## config.mk

```make
export PLATFORM = sky130hd
export DESIGN_NAME = qos_interconnect_arbiter
export DESIGN_NICKNAME = d
export VERILOG_FILES = /design/src/core/qos_arb_pkg.sv /design/src/core/qos_interconnect_arbiter.sv /design/src/core/rate_regulator.sv
export SDC_FILE = /design/constraint.sdc
export NUM_CORES = 1
export LEC_CHECK = 0
export BUFFER_PORTS_ARGS = -buffer_cell sky130_fd_sc_hd__buf_2
export CORE_MARGIN = 3
export CORE_UTILIZATION = 40
export CTS_BUF_LIST = sky130_fd_sc_hd__clkbuf_4
export DETAILED_ROUTE_END_ITERATION = 8
export PLACE_DENSITY = 0.6
export SLEW_MARGIN = 20
export SYNTH_ARGS = -nofsm -noshare
export SYNTH_HDL_FRONTEND = slang
export SYNTH_SLANG_ARGS = --single-unit
export TNS_END_PERCENT = 100
```

## constraint.sdc

```tcl
create_clock -name clk_i -period 9.5 [get_ports clk_i]
set_input_delay 0.95 -clock clk_i [delete_from_list [all_inputs] [get_ports clk_i]]
set_output_delay 0.95 -clock clk_i [all_outputs]
set_load 0.05 [all_outputs]
```

## src/core/qos_arb_pkg.sv

```systemverilog
// Constants shared by the quality-of-service arbiter and its rate regulator.
// Assumes one 50 MHz clock, an active-low asynchronous reset and a plain register port.
// Notes on behaviour
// - Every request carries a four-bit priority; larger value means higher priority.
// - A port set static uses its programmed priority, ignoring request priority.
// - Grant the pending request with the numerically largest priority.
// - Among equal priorities grant the least recently granted requester.
// - All four bits used in arbitration; DRAM port gets only top bit.
// - DRAM urgency chosen from priority bit, control bit or fabric input.
// - After reset static mode is off: each port uses its request priority, and ties go to port 0 first.
// - Regulator limits outstanding count, peak, average and burst issue rates.
// - Regulation applies to processor, coherency, DMA and AHB master requests.
// - Priorities and regulator settings are programmed through the register port.
package qos_arb_pkg;
	localparam int NUM_PORTS = 6;
	localparam int PORT_W = 3;
	localparam int QOS_W = 4;
	localparam int QOS_MSB = 3;
	localparam int ADDR_W = 8;
	localparam int DATA_W = 32;
	localparam int CNT_W = 16;
	localparam int OUT_W = 8;
	// Port numbering
	localparam logic [PORT_W-1:0] PORT_CPU = 3'h0;
	localparam logic [PORT_W-1:0] PORT_COHERENT = 3'h1;
	localparam logic [PORT_W-1:0] PORT_DMA = 3'h2;
	localparam logic [PORT_W-1:0] PORT_AHB = 3'h3;
	localparam logic [PORT_W-1:0] PORT_FABRIC0 = 3'h4;
	localparam logic [PORT_W-1:0] PORT_FABRIC1 = 3'h5;
	// Register offsets
	localparam logic [ADDR_W-1:0] REG_STATIC_EN = 8'h00;
	localparam logic [ADDR_W-1:0] REG_STATIC_PRIO = 8'h04;
	localparam logic [ADDR_W-1:0] REG_URGENT_SEL = 8'h08;
	localparam logic [ADDR_W-1:0] REG_REG_EN = 8'h0c;
	localparam logic [ADDR_W-1:0] REG_GRANT_STAT = 8'h10;
	localparam logic [ADDR_W-1:0] REG_RATE_BASE = 8'h20;
	localparam logic [ADDR_W-1:0] REG_RATE_STRIDE = 8'h10;
	// Per-regulator sub-offsets: max outstanding, peak gap, average gap, burst credit
	localparam logic [ADDR_W-1:0] RATE_MAX_OUT = 8'h00;
	localparam logic [ADDR_W-1:0] RATE_PEAK = 8'h04;
	localparam logic [ADDR_W-1:0] RATE_AVG = 8'h08;
	localparam logic [ADDR_W-1:0] RATE_BURST = 8'h0c;
	localparam int NUM_REGULATED = 4;
	// Urgency source select codes
	localparam logic [1:0] URG_FROM_QOS = 2'h0;
	localparam logic [1:0] URG_FROM_CTRL = 2'h1;
	localparam logic [1:0] URG_FROM_FABRIC = 2'h2;
	// Reset values
	localparam logic [DATA_W-1:0] STATIC_PRIO_RST = 32'h0000_0000;
	localparam logic [OUT_W-1:0] MAX_OUT_RST = 8'hff;
	localparam logic [CNT_W-1:0] GAP_RST = 16'h0000;
	localparam logic [CNT_W-1:0] BURST_RST = 16'h0001;
endpackage : qos_arb_pkg

```

## src/core/qos_interconnect_arbiter.sv

```systemverilog
// Two-level arbiter for one shared slave: priority first, then least recent grant.
// Assumes requesters hold req until granted; done pulses mark completed transactions.
`timescale 1ns/1ps
module qos_interconnect_arbiter (
	// Clock and reset
	input wire logic clk_i,
	input wire logic rst_n_i,
	// Requests from masters
	input wire logic [qos_arb_pkg::NUM_PORTS-1:0] req_i,
	input wire logic [qos_arb_pkg::NUM_PORTS*qos_arb_pkg::QOS_W-1:0] req_qos_i,
	input wire logic [qos_arb_pkg::NUM_PORTS-1:0] done_i,
	// Grant towards slave
	output logic [qos_arb_pkg::NUM_PORTS-1:0] grant_o,
	output logic grant_valid_o,
	output logic [qos_arb_pkg::PORT_W-1:0] grant_port_o,
	output logic [qos_arb_pkg::QOS_W-1:0] grant_qos_o,
	// DRAM port urgency
	input wire logic fabric_dram_urgency_input_i,
	output logic dram_urgent_o,
	// Register port
	input wire logic [qos_arb_pkg::ADDR_W-1:0] addr_i,
	input wire logic [qos_arb_pkg::DATA_W-1:0] wdata_i,
	input wire logic wr_i,
	input wire logic rd_i,
	output logic [qos_arb_pkg::DATA_W-1:0] rdata_o
);
	localparam int N = qos_arb_pkg::NUM_PORTS;
	localparam int QW = qos_arb_pkg::QOS_W;
	localparam int R = qos_arb_pkg::NUM_REGULATED;

	// Configuration registers
	logic [N-1:0] static_en_q;
	logic [N*QW-1:0] static_prio_q;
	logic [1:0] urgent_sel_q;
	logic urgent_ctrl_q;
	logic [R-1:0] reg_en_q;
	logic [qos_arb_pkg::OUT_W-1:0] max_out_q [R];
	logic [qos_arb_pkg::CNT_W-1:0] peak_q [R];
	logic [qos_arb_pkg::CNT_W-1:0] avg_q [R];
	logic [qos_arb_pkg::CNT_W-1:0] burst_q [R];
	logic [qos_arb_pkg::DATA_W-1:0] rdata_q, rdata_d;

	// Fabric urgency pin synchroniser
	logic urg_meta_q, urg_sync_q;

	// Arbitration state: age counter per port, larger means waited longer
	logic [QW-1:0] age_q [N];
	logic [N-1:0] grant_q;
	logic grant_valid_q;
	logic [qos_arb_pkg::PORT_W-1:0] grant_port_q;
	logic [QW-1:0] grant_qos_q;
	logic dram_urgent_q;

	// Decoded effective priority and eligibility
	logic [QW-1:0] eff_qos [N];
	logic [N-1:0] eligible;
	logic [R-1:0] allow;
	logic [N-1:0] sel_d;
	logic any_d;
	logic [qos_arb_pkg::PORT_W-1:0] port_d;
	logic [QW-1:0] best_qos;
	logic [QW-1:0] best_age;
	logic urgent_d;

	// Register write decode
	wire logic wr_static_en = wr_i && (addr_i == qos_arb_pkg::REG_STATIC_EN);
	wire logic wr_static_prio = wr_i && (addr_i == qos_arb_pkg::REG_STATIC_PRIO);
	wire logic wr_urgent = wr_i && (addr_i == qos_arb_pkg::REG_URGENT_SEL);
	wire logic wr_reg_en = wr_i && (addr_i == qos_arb_pkg::REG_REG_EN);
	wire logic [qos_arb_pkg::ADDR_W-1:0] rate_off = addr_i - qos_arb_pkg::REG_RATE_BASE;
	wire logic rate_hit = (addr_i >= qos_arb_pkg::REG_RATE_BASE)
		&& (rate_off < qos_arb_pkg::ADDR_W'(R) * qos_arb_pkg::REG_RATE_STRIDE);
	wire logic [1:0] rate_idx = rate_off[5:4];
	wire logic [qos_arb_pkg::ADDR_W-1:0] rate_sub = {4'h0, rate_off[3:0]};

	// Effective priority: static setting overrides request field
	generate
		for (genvar p = 0; p < N; p++) begin : g_prio
			assign eff_qos[p] = static_en_q[p] ? static_prio_q[p*QW +: QW]
				: req_qos_i[p*QW +: QW];
		end
		// Regulators sit on processor, coherency, DMA and AHB ports only
		for (genvar r = 0; r < R; r++) begin : g_reg
			rate_regulator u_reg (
				.clk_i(clk_i),
				.rst_n_i(rst_n_i),
				.enable_i(reg_en_q[r]),
				.max_out_i(max_out_q[r]),
				.peak_gap_i(peak_q[r]),
				.avg_gap_i(avg_q[r]),
				.burst_i(burst_q[r]),
				.issue_i(grant_q[r]),
				.done_i(done_i[r]),
				.allow_o(allow[r])
			);
			assign eligible[r] = req_i[r] && allow[r] && !grant_q[r];
		end
		for (genvar f = R; f < N; f++) begin : g_free
			assign eligible[f] = req_i[f] && !grant_q[f];
		end
	endgenerate

	// Winner search: highest priority, then oldest grant among equals
	always_comb begin
		sel_d = '0;
		any_d = 1'b0;
		port_d = '0;
		best_qos = '0;
		best_age = '0;
		for (int p = 0; p < N; p++) begin
			if (eligible[p] && (!any_d || eff_qos[p] > best_qos
				|| (eff_qos[p] == best_qos && age_q[p] > best_age))) begin
				any_d = 1'b1;
				port_d = qos_arb_pkg::PORT_W'(p);
				best_qos = eff_qos[p];
				best_age = age_q[p];
			end
		end
		if (any_d) begin
			sel_d[port_d] = 1'b1;
		end
	end

	// Urgency source selection for the DRAM port
	always_comb begin
		unique case (urgent_sel_q)
			qos_arb_pkg::URG_FROM_QOS: urgent_d = any_d && best_qos[qos_arb_pkg::QOS_MSB];
			qos_arb_pkg::URG_FROM_CTRL: urgent_d = urgent_ctrl_q;
			qos_arb_pkg::URG_FROM_FABRIC: urgent_d = urg_sync_q;
			default: urgent_d = 1'b0;
		endcase
	end

	// Fabric urgency pin, two flops
	always_ff @(posedge clk_i or negedge rst_n_i) begin
		if (!rst_n_i) begin
			urg_meta_q <= 1'b0;
			urg_sync_q <= 1'b0;
		end else begin
			urg_meta_q <= fabric_dram_urgency_input_i;
			urg_sync_q <= urg_meta_q;
		end
	end

	// Grant outputs register the winner
	always_ff @(posedge clk_i or negedge rst_n_i) begin
		if (!rst_n_i) begin
			grant_q <= '0;
			grant_valid_q <= 1'b0;
			grant_port_q <= '0;
			grant_qos_q <= '0;
			dram_urgent_q <= 1'b0;
		end else begin
			grant_q <= sel_d;
			grant_valid_q <= any_d;
			grant_port_q <= port_d;
			grant_qos_q <= best_qos;
			dram_urgent_q <= urgent_d;
		end
	end

	// Least recent order: winner resets to zero, every other port ages in a cycle with a grant, saturating
	always_ff @(posedge clk_i or negedge rst_n_i) begin
		if (!rst_n_i) begin
			for (int p = 0; p < N; p++) begin
				age_q[p] <= '0;
			end
		end else begin
			for (int p = 0; p < N; p++) begin
				if (sel_d[p]) begin
					age_q[p] <= '0;
				end else if (any_d && age_q[p] != '1) begin
					age_q[p] <= age_q[p] + 1'b1;
				end
			end
		end
	end

	// Control registers; reset turns static mode off on every port
	always_ff @(posedge clk_i or negedge rst_n_i) begin
		if (!rst_n_i) begin
			static_en_q <= '0;
			static_prio_q <= qos_arb_pkg::STATIC_PRIO_RST[N*QW-1:0];
			urgent_sel_q <= qos_arb_pkg::URG_FROM_QOS;
			urgent_ctrl_q <= 1'b0;
			reg_en_q <= '0;
		end else begin
			if (wr_static_en) begin
				static_en_q <= wdata_i[N-1:0];
			end
			if (wr_static_prio) begin
				static_prio_q <= wdata_i[N*QW-1:0];
			end
			if (wr_urgent) begin
				urgent_sel_q <= wdata_i[1:0];
				urgent_ctrl_q <= wdata_i[4];
			end
			if (wr_reg_en) begin
				reg_en_q <= wdata_i[R-1:0];
			end
		end
	end

	// Regulator setting registers
	always_ff @(posedge clk_i or negedge rst_n_i) begin
		if (!rst_n_i) begin
			for (int r = 0; r < R; r++) begin
				max_out_q[r] <= qos_arb_pkg::MAX_OUT_RST;
				peak_q[r] <= qos_arb_pkg::GAP_RST;
				avg_q[r] <= qos_arb_pkg::GAP_RST;
				burst_q[r] <= qos_arb_pkg::BURST_RST;
			end
		end else if (wr_i && rate_hit) begin
			unique case (rate_sub)
				qos_arb_pkg::RATE_MAX_OUT: max_out_q[rate_idx] <= wdata_i[qos_arb_pkg::OUT_W-1:0];
				qos_arb_pkg::RATE_PEAK: peak_q[rate_idx] <= wdata_i[qos_arb_pkg::CNT_W-1:0];
				qos_arb_pkg::RATE_AVG: avg_q[rate_idx] <= wdata_i[qos_arb_pkg::CNT_W-1:0];
				qos_arb_pkg::RATE_BURST: burst_q[rate_idx] <= wdata_i[qos_arb_pkg::CNT_W-1:0];
				default: ;
			endcase
		end
	end

	// Read mux, zero for unmapped addresses
	always_comb begin
		rdata_d = '0;
		if (addr_i == qos_arb_pkg::REG_STATIC_EN) begin
			rdata_d[N-1:0] = static_en_q;
		end else if (addr_i == qos_arb_pkg::REG_STATIC_PRIO) begin
			rdata_d[N*QW-1:0] = static_prio_q;
		end else if (addr_i == qos_arb_pkg::REG_URGENT_SEL) begin
			rdata_d[1:0] = urgent_sel_q;
			rdata_d[4] = urgent_ctrl_q;
		end else if (addr_i == qos_arb_pkg::REG_REG_EN) begin
			rdata_d[R-1:0] = reg_en_q;
		end else if (addr_i == qos_arb_pkg::REG_GRANT_STAT) begin
			rdata_d[qos_arb_pkg::PORT_W-1:0] = grant_port_q;
			rdata_d[8 +: QW] = grant_qos_q;
			rdata_d[16] = grant_valid_q;
			rdata_d[17] = dram_urgent_q;
			rdata_d[24 +: R] = allow;
		end else if (rate_hit) begin
			if (rate_sub == qos_arb_pkg::RATE_MAX_OUT) begin
				rdata_d[qos_arb_pkg::OUT_W-1:0] = max_out_q[rate_idx];
			end else if (rate_sub == qos_arb_pkg::RATE_PEAK) begin
				rdata_d[qos_arb_pkg::CNT_W-1:0] = peak_q[rate_idx];
			end else if (rate_sub == qos_arb_pkg::RATE_AVG) begin
				rdata_d[qos_arb_pkg::CNT_W-1:0] = avg_q[rate_idx];
			end else if (rate_sub == qos_arb_pkg::RATE_BURST) begin
				rdata_d[qos_arb_pkg::CNT_W-1:0] = burst_q[rate_idx];
			end
		end
	end

	// Read data stands in the cycle after the strobe only
	always_ff @(posedge clk_i or negedge rst_n_i) begin
		if (!rst_n_i) begin
			rdata_q <= '0;
		end else begin
			rdata_q <= rd_i ? rdata_d : '0;
		end
	end

	assign grant_o = grant_q;
	assign grant_valid_o = grant_valid_q;
	assign grant_port_o = grant_port_q;
	assign grant_qos_o = grant_qos_q;
	assign dram_urgent_o = dram_urgent_q;
	assign rdata_o = rdata_q;
endmodule : qos_interconnect_arbiter

```

## src/core/rate_regulator.sv

```systemverilog
// Rate regulator for one master: outstanding limit, peak gap, average gap with burst credit.
// Assumes issue and complete pulses come from logic on the same clock.
`timescale 1ns/1ps
module rate_regulator (
	// Clock and reset
	input wire logic clk_i,
	input wire logic rst_n_i,
	// Settings
	input wire logic enable_i,
	input wire logic [qos_arb_pkg::OUT_W-1:0] max_out_i,
	input wire logic [qos_arb_pkg::CNT_W-1:0] peak_gap_i,
	input wire logic [qos_arb_pkg::CNT_W-1:0] avg_gap_i,
	input wire logic [qos_arb_pkg::CNT_W-1:0] burst_i,
	// Traffic events
	input wire logic issue_i,
	input wire logic done_i,
	// Permission
	output logic allow_o
);
	logic [qos_arb_pkg::OUT_W-1:0] out_q, out_d;
	logic [qos_arb_pkg::CNT_W-1:0] peak_q, peak_d;
	logic [qos_arb_pkg::CNT_W-1:0] avg_q, avg_d;
	logic [qos_arb_pkg::CNT_W-1:0] credit_q, credit_d;
	wire logic out_ok;
	wire logic peak_ok;
	wire logic credit_ok;
	wire logic avg_tick;
	wire logic credit_full;

	// Limit checks; each is waived when regulation is off
	assign out_ok = (out_q < max_out_i);
	assign peak_ok = (peak_q == '0);
	assign credit_ok = (credit_q != '0);
	assign allow_o = !enable_i || (out_ok && peak_ok && credit_ok);
	assign avg_tick = (avg_q == '0);
	assign credit_full = (credit_q >= burst_i);

	// Next values for the counters
	assign out_d = out_q + qos_arb_pkg::OUT_W'(issue_i) - qos_arb_pkg::OUT_W'(done_i && out_q != '0);
	assign peak_d = issue_i ? peak_gap_i : (peak_q != '0 ? peak_q - 1'b1 : peak_q);
	assign avg_d = avg_tick ? avg_gap_i : avg_q - 1'b1;
	// Average gap refills one credit; burst caps the pool
	assign credit_d = (enable_i ? credit_q - qos_arb_pkg::CNT_W'(issue_i && credit_ok) : credit_q)
		+ qos_arb_pkg::CNT_W'(avg_tick && !credit_full);

	// Counter state
	always_ff @(posedge clk_i or negedge rst_n_i) begin
		if (!rst_n_i) begin
			out_q <= '0;
			peak_q <= '0;
			avg_q <= '0;
			credit_q <= qos_arb_pkg::BURST_RST;
		end else begin
			out_q <= out_d;
			peak_q <= peak_d;
			avg_q <= avg_d;
			credit_q <= credit_d;
		end
	end
endmodule : rate_regulator

```

# After elaboration in Yosys (flattened, before gate mapping)
# Cells that the tools add are included.
dict set report totals {
  ff_bits 554
  out_inout_bits 47
  elab_cells 370
}
dict set report classes {
  add_sub_neg 31
  magnitude_cmp 24
  n_eq_ne 20
  n_mux 118
  bitwise_logic 1
  n_reduce_logical 125
}
# operator count
set op_table {}
lappend op_table {{$mux W16} 39}
lappend op_table {{$bwmux W64} 3}
lappend op_table {{$mux W4} 36}
lappend op_table {{$logic_not A16 Y1} 8}
lappend op_table {{$reduce_bool A16 Y1} 8}
lappend op_table {{$sub A16 B1 Y16 const B} 8}
lappend op_table {{$bmux W16 S2} 3}
lappend op_table {{$add A16 B1 Y16} 4}
lappend op_table {{$ge A16 B16 Y1} 4}
lappend op_table {{$sub A16 B1 Y16} 4}
lappend op_table {{$logic_and A1 B1 Y1} 55}
lappend op_table {{$gt A4 B4 Y1} 10}
lappend op_table {{$mux W8} 5}
lappend op_table {{$add A8 B1 Y8} 4}
lappend op_table {{$bwmux W32} 1}
lappend op_table {{$demux W16 S2} 1}
lappend op_table {{$lt A8 B8 Y1} 4}
lappend op_table {{$reduce_bool A8 Y1} 4}
lappend op_table {{$sub A8 B1 Y8} 4}
lappend op_table {{$mux W28} 1}
lappend op_table {{$add A4 B1 Y4 const B} 6}
lappend op_table {{$ne A4 B4 Y1 const B} 6}
lappend op_table {{$mux W22} 1}
lappend op_table {{$eq A4 B4 Y1} 5}
lappend op_table {{33 further kinds} 95}

# Longest topological paths before layout
dict set report logic_depth {
  ltp_word 38
  mapped_depth 56
  mapped_depth_nobuf 52
}

# Modules after synthesis
# From an unflattened synthesis, not the netlist that was laid out.
dict set report unflattened {
  hier_cells 3039
  area_unflattened_um2 32578.7
}
# module instances cells_each area_per_inst_um2 seq_area_each_um2
set modules_own_cells {}
lappend modules_own_cells {qos_interconnect_arbiter 1 1258 16463.3 8303.0}
lappend modules_own_cells {{rate_regulator (g_reg[0].u_reg ...)} 2 443 4003.8 1402.6}
lappend modules_own_cells {{rate_regulator (g_reg[2].u_reg)} 1 459 4137.7 1402.6}
lappend modules_own_cells {{rate_regulator (g_reg[3].u_reg)} 1 436 3970.1 1402.6}

# Least setup slack after synthesis
# Ideal clock, no wire load.
dict set report synth_path {
  path_type {reg2reg}
  start {register g_reg[0].u_reg.peak_q[10] in the netlist's numbering}
  end {register grant_qos_q[2], in the netlist grant_qos_o[2]}
  arrival_ns 10.047
  t_required_ns 9.374
  slack_ns -0.673
  stages_incl_launch_ff 53
  n_path_buf 5
  path_cell_list {dfrtp_1 -> or4_4 -> nand4b_4 -> a32o_1 -> a2111oi_4 -> buf_6 -> nand2_1 -> ha_1 -> a21oi_1 -> o21ai_0 -> a22oi_1 -> a21o_1 -> buf_6 -> mux2i_1 -> inv_1 -> ha_1 -> o21ai_0 -> a21oi_1 -> [... 17 more ...] -> o21a_1 -> o21a_1 -> o21ai_0 -> a31oi_1 -> o21ai_4 -> buf_2 -> nor2_1 -> a21o_1 -> ha_1 -> nor2b_1 -> o21a_1 -> o21a_1 -> o21ai_0 -> a31oi_1 -> o21bai_1 -> and2_0 -> buf_2 -> a221o_1}
}
dict set report synth_via {
  elab_chain_cells 32
  elab_cells_between_ends 62
  classes_between {order compare (10); eq/ne (5); mux (16); reduce/logical (31)}
}
# item line_no
set synth_rtl {}
lappend synth_rtl {{from (decl)} rate_regulator.sv:21} ;# logic [qos_arb_pkg::CNT_W-1:0] peak_q, peak_d;
lappend synth_rtl {{from (signal assigned)} rate_regulator.sv:55} ;# peak_q <= peak_d;
lappend synth_rtl {{$logic_not A16 Y1 *} rate_regulator.sv:32} ;# assign peak_ok = (peak_q == '0);
lappend synth_rtl {{$logic_and A1 B1 Y1 * (2 in series)} rate_regulator.sv:34} ;# assign allow_o = !enable_i || (out_ok && peak_ok && credit_ok);
lappend synth_rtl {{$logic_or A1 B1 Y1 *} rate_regulator.sv:34}
lappend synth_rtl {{$logic_and A1 B1 Y1 * (2 in series)} qos_interconnect_arbiter.sv:96} ;# assign eligible[r] = req_i[r] && allow[r] && !grant_q[r];
lappend synth_rtl {{$mux W4 / $mux W1 (equally long branches)} qos_interconnect_arbiter.sv:111} ;# if (eligible[p] && (!any_d || eff_qos[p] > best_qos
lappend synth_rtl {{$gt A4 B4 Y1 (tied with other cells)} qos_interconnect_arbiter.sv:111}
lappend synth_rtl {{$logic_or A1 B1 Y1 / $logic_and A1 B1 Y1 (equally long branches)} {qos_interconnect_arbiter.sv:111, qos_interconnect_arbiter.sv:112}}
lappend synth_rtl {{$logic_or A1 B1 Y1} qos_interconnect_arbiter.sv:112} ;# || (eff_qos[p] == best_qos && age_q[p] > best_age))) begin
lappend synth_rtl {{[... 15 more ...]} -}
lappend synth_rtl {{$logic_and A1 B1 Y1} qos_interconnect_arbiter.sv:111}
lappend synth_rtl {{$mux W4 / $mux W1 (equally long branches)} qos_interconnect_arbiter.sv:111}
lappend synth_rtl {{$gt A4 B4 Y1 (tied with other cells)} qos_interconnect_arbiter.sv:111}
lappend synth_rtl {{$logic_or A1 B1 Y1 / $logic_and A1 B1 Y1 (equally long branches)} {qos_interconnect_arbiter.sv:111, qos_interconnect_arbiter.sv:112}}
lappend synth_rtl {{$logic_or A1 B1 Y1} qos_interconnect_arbiter.sv:112}
lappend synth_rtl {{$logic_and A1 B1 Y1} qos_interconnect_arbiter.sv:111}
lappend synth_rtl {{$mux W4 *} qos_interconnect_arbiter.sv:111}
lappend synth_rtl {{net best_qos[2]} qos_interconnect_arbiter.sv:61} ;# logic [QW-1:0] best_qos;
lappend synth_rtl {{to (signal assigned)} qos_interconnect_arbiter.sv:157} ;# grant_qos_q <= best_qos;
lappend synth_rtl {{to (decl)} qos_interconnect_arbiter.sv:51} ;# logic [QW-1:0] grant_qos_q;
# Mark *: on every way through the listed nets, which the timed path passes. The rest lies on a longest branch.
# A chain may end at the register's enable or synchronous reset.

# Worst setup path in the final report
dict set report layout_path {
  start {register max_out_q[26] in the netlist's numbering}
  end {register age_q[10] in the netlist's numbering}
}
dict set report layout_via {
  elab_chain_cells 38
  elab_cells_between_ends 76
  classes_between {order compare (13); eq/ne (5); mux (25); reduce/logical (33)}
}
# item line_no
set layout_rtl {}
lappend layout_rtl {{from (decl)} qos_interconnect_arbiter.sv:37} ;# logic [qos_arb_pkg::OUT_W-1:0] max_out_q [R];
lappend layout_rtl {{from (signal, indexed assignment)} qos_interconnect_arbiter.sv:208} ;# max_out_q[r] <= qos_arb_pkg::MAX_OUT_RST;
lappend layout_rtl {{from (signal, indexed assignment)} qos_interconnect_arbiter.sv:215} ;# qos_arb_pkg::RATE_MAX_OUT: max_out_q[rate_idx] <= wdata_i[qos_arb_pkg::OUT_W-1:0];
lappend layout_rtl {{$lt A8 B8 Y1 *} rate_regulator.sv:31} ;# assign out_ok = (out_q < max_out_i);
lappend layout_rtl {{$logic_and A1 B1 Y1 * (2 in series)} rate_regulator.sv:34}
lappend layout_rtl {{$logic_or A1 B1 Y1 *} rate_regulator.sv:34}
lappend layout_rtl {{$logic_and A1 B1 Y1 * (2 in series)} qos_interconnect_arbiter.sv:96}
lappend layout_rtl {{$mux W4 / $mux W1 (equally long branches)} qos_interconnect_arbiter.sv:111}
lappend layout_rtl {{$gt A4 B4 Y1 (tied with other cells)} qos_interconnect_arbiter.sv:111}
lappend layout_rtl {{$logic_or A1 B1 Y1 / $logic_and A1 B1 Y1 (equally long branches)} {qos_interconnect_arbiter.sv:111, qos_interconnect_arbiter.sv:112}}
lappend layout_rtl {{$logic_or A1 B1 Y1} qos_interconnect_arbiter.sv:112}
lappend layout_rtl {{[... 22 more ...]} -}
lappend layout_rtl {{net port_d, one bit} qos_interconnect_arbiter.sv:60} ;# logic [qos_arb_pkg::PORT_W-1:0] port_d;
lappend layout_rtl {{$lt A3 B4 Y1 (not written as such) / $ge A3 B1 Y1 (equally long branches)} qos_interconnect_arbiter.sv:120} ;# sel_d[port_d] = 1'b1;
lappend layout_rtl {{$logic_and A1 B1 Y1 (not written as such)} qos_interconnect_arbiter.sv:120}
lappend layout_rtl {{$mux W1 (not written as such)} qos_interconnect_arbiter.sv:120}
lappend layout_rtl {{$demux W1 S3 *} qos_interconnect_arbiter.sv:120}
lappend layout_rtl {{$mux W6 *} qos_interconnect_arbiter.sv:119} ;# if (any_d) begin
lappend layout_rtl {{net sel_d[3]} qos_interconnect_arbiter.sv:58} ;# logic [N-1:0] sel_d;
lappend layout_rtl {{$mux W4 / $reduce_bool A2 Y1 (equally long branches)} -}
lappend layout_rtl {{to (signal, indexed assignment)} qos_interconnect_arbiter.sv:173} ;# age_q[p] <= age_q[p] + 1'b1;
lappend layout_rtl {{to (decl)} qos_interconnect_arbiter.sv:47} ;# logic [QW-1:0] age_q [N];
# Marks and branches as above.

==> flow_metrics.py <==
metrics = {
    "power": {
        "swShare": 0.375,
        "power.density_mw_per_mm2": 254,
        "p_leak_nw": 17.7,
        "peakVddDrop_mv": 0.128,
        "power_frac_seq": 0.354,
        "p_clk_frac": 0.239,
        "comb_power_share": 0.406,
        "power.internal_mw": 5.93,
        "switching_power_mw": 3.55,
        "total_power_mw": 9.49,
    },
    "critical_path": {
        "crit_arrival_ps": 10760,
        "critPathMaxFanout": 7,
        "cpPeakStageDelay_ps": 540,
        "cp.required_ps": 10330,
        "cp-end-kind": "flip-flop",
        "slowest_stage": "dfstp_2",
        "start_kind": "flip-flop",
        "path_class": "flip-flop to flip-flop",
    },
    "sta": {
        "setup_violations": 38,
        "period_needed_ps": 9930,
        "layout_setup_ws_ps": -425,
        "worstMarginPinSlew_ps": 1120,
        "rsz0062_at_grt": "yes",
        "fin_crit_sh": 1.04,
        "fmax_mhz": 101,
        "slew_headroom": 0.249,
        "hold_violations": 0,
        "fin_skew_ps": 68.5,
        "slew_viol_final": 0,
    },
    "final_layout": {
        "utilization": 0.477,
        "drive_gt1_frac": 0.277,
        "syn_to_final_growth_pct": 17.0,
        "final_common_cell": "dfrtp_1",
        "layoutNonFillerInstCount": 4561,
        "layout_common_cells": "dfrtp_1 (514), nand2_1 (258), nor2_1 (238)",
        "fin_nets": 3696,
        "fillers": 7266,
    },
    "global_routing": {
        "antenna_found_initial": 6,
        "grtUsageMet3": 0.0377,
        "grt_pass1_vias": 24300,
        "grt_busiest_layer": "met2",
        "grt_pass1_wl_um": 143000,
        "grt_util_met1": 0.319,
        "grt_use_total": 0.224,
        "overflow": 0,
        "grt_start_max_net_pins": 153,
        "grt.met2_usage": 0.344,
    },
    "logic_synthesis": {
        "ys_seq_elements": 554,
        "ys_async_sr_fraction": 1.00,
        "yosysSeqAreaShare": 0.436,
        "synthFlopType": "dfrtp_1",
        "syn_area_per_cell_um2": 10.3,
        "syn_inst": 3100,
        "synth_edf_count": 0,
        "synthesis.area_mm2": 0.0319,
        "yosysWarnings": 0,
        "yosysUniqueCellTypes": 94,
    },
    "floorplanning": {
        "core-area_mm2": 0.0782,
        "io_pins": 128,
        "rows": 102,
        "die_h_um": 288,
        "initial_core_util": 0.408,
        "die_w_um": 288,
        "design.die.area_mm2": 0.0831,
    },
    "detailed_routing": {
        "dr.first_iter.drc_count": 1732,
        "drt_pass1_iterations": 8,
        "routedWlPerCell_um": 20.4,
        "vias": 24700,
        "via_per_inst": 5.42,
        "ant_nets": 0,
        "wl_um": 92800,
        "drc": 0,
    },
    "run": {
        "maxCapViolations": 0,
    },
    "placed_design": {
        "io_buffers": 113,
        "place_congestion": 0.892,
        "dp.cells": 4258,
        "hpwlAfterDp_um": 66200,
    },
    "clock_tree": {
        "clockBufferDepth": 3,
        "clk_pin_slew_ps": 60,
        "htreeDepth": 4,
        "cts_sinks": 554,
        "clockRootBuffer": "clkbuf_4",
        "cts_buffers": 154,
        "clk_latency_ps": 1000,
        "cts_tree": "yes",
    },
    "run_status": {
        "outcome": "complete, but fails checks",
        "failed_checks": "negative setup slack",
    },
    "worst_hold_path": {
        "hold_class": "input pin to flip-flop",
    },
}
-- cells by family after synthesis --
logic type / share of synthesized area
AND/OR/NAND/NOR: 0.135
AO/OA/AOI/OAI: 0.113
flip-flops: 0.436
buffers and inverters: 0.0449
multiplexers: 0.122
XOR/XNOR: 0.0646
adder cells (fa/ha/maj): 0.0845
other: 0.000118
-- what timing repair did --
action	in CTS	in global routing
hold endpoints to repair	72	0
gates resized for setup	49	86
hold buffers	2	0
setup buffers	20	8
gates cloned	2	0
endpoints found under the setup margin	38	38
pin swaps	37	50
-- power by group through the flow --
stage	registers (mW)	logic [mW]	clock network (mW)
after floorplan	3.31	2.31	0
after global placement	3.37	3.24	0
after detailed placement	3.38	3.32	0
after CTS	3.35	3.56	2.33
after global routing	3.43	4.31	2.46
final	3.36	3.85	2.27
-- state kept, by name, indices dropped and copies added, names as in the netlist, 6 cells and up --
| name | flops |
|---|---|
| rdata_o | 28 |
| age_q | 24 |
| grant_o | 6 |
| peak_q | 64 |
| max_out_q | 32 |
| static_en_q | 6 |
| static_prio_q | 24 |
| avg_q | 64 |
| g.u_reg.avg_q | 64 |
| g.u_reg.peak_q | 64 |
| g.u_reg.out_q | 32 |
| g.u_reg.credit_q | 64 |
| burst_q | 64 |
-- worst max-delay path, delay by kind of cell, from the launching register on --
| family | cells | cell delay [ps] |
|---|---|---|
| muxes | 4 | 1010 |
| AOI/OAI and AO/OA | 26 | 4500 |
| buffers and inverters | 14 | 1550 |
| DFF | 1 | 540 |
| and+or+nand+nor | 6 | 690 |
| adders and majority gates | 6 | 1460 |
-- final timing paths --
kind	start	to	slack, ps	cells past startpoint
worst max register to register	max_out_q[26]	age_q[10]	-430	56
min in group asynchronous	rst_n_i	g_reg[3].u_reg.credit_q[7]	540	2
worst min-delay path	wdata_i[18]	static_prio_q[18]	200	2
max in group asynchronous	rst_n_i	static_prio_q[22]	6960	4
worst min register to register	urg_meta_q	urg_sync_q	360	0
worst max-delay path	max_out_q[26]	age_q[10]	-430	56
-- layer usage --
metal	up-vias	wire length [µm]
met1	12300	42900
met4	0	2330
met3	128	5280
li1	11600	-
met5	-	0
met2	660	42300
-- layout make-up --
type                       count  area, µm²  share of cell area
sequential                   554      13900               0.373
antenna                        4       10.0            0.000268
clock inverter                37        259             0.00694
inverter                     216        816              0.0219
multi-input combinational   2188      17200               0.462
clock buffer                 234       1760              0.0471
timing repair buffer         288       2010              0.0540
tap                         1040       1300              0.0349
-- through the flow --
step / hold slack (ps) / worst slack [ps] / TNS, ps / cell area [µm²]
2_1_floorplan: 331 / -60.8 / -148 / 32000
4_1_cts: 73.8 / -237 / -5540 / 36900
3_3_place_gp: 338 / -369 / -6850 / 34400
6_report: 197 / -425 / -13160 / 37300
3_5_place_dp: 336 / -529 / -13020 / 34400
5_1_grt: 127 / -860 / -29270 / 37300
-- synth_stat cells, drive strengths merged, types with 40 or more instances --
cell    count  area, µm²
clkbuf    109        409
xor2       88        771
mux4       56       1260
nor3       73        390
nand2     263        987
inv       216        811
dfrtp     514      12900
xnor2     147       1290
o21ai     201       1020
nor4       55        399
nor2      249        937
dfstp      40       1050
ha        209       2620
a21oi     124        621
mux2      206       2330
Power figures use the tool's default switching activity.
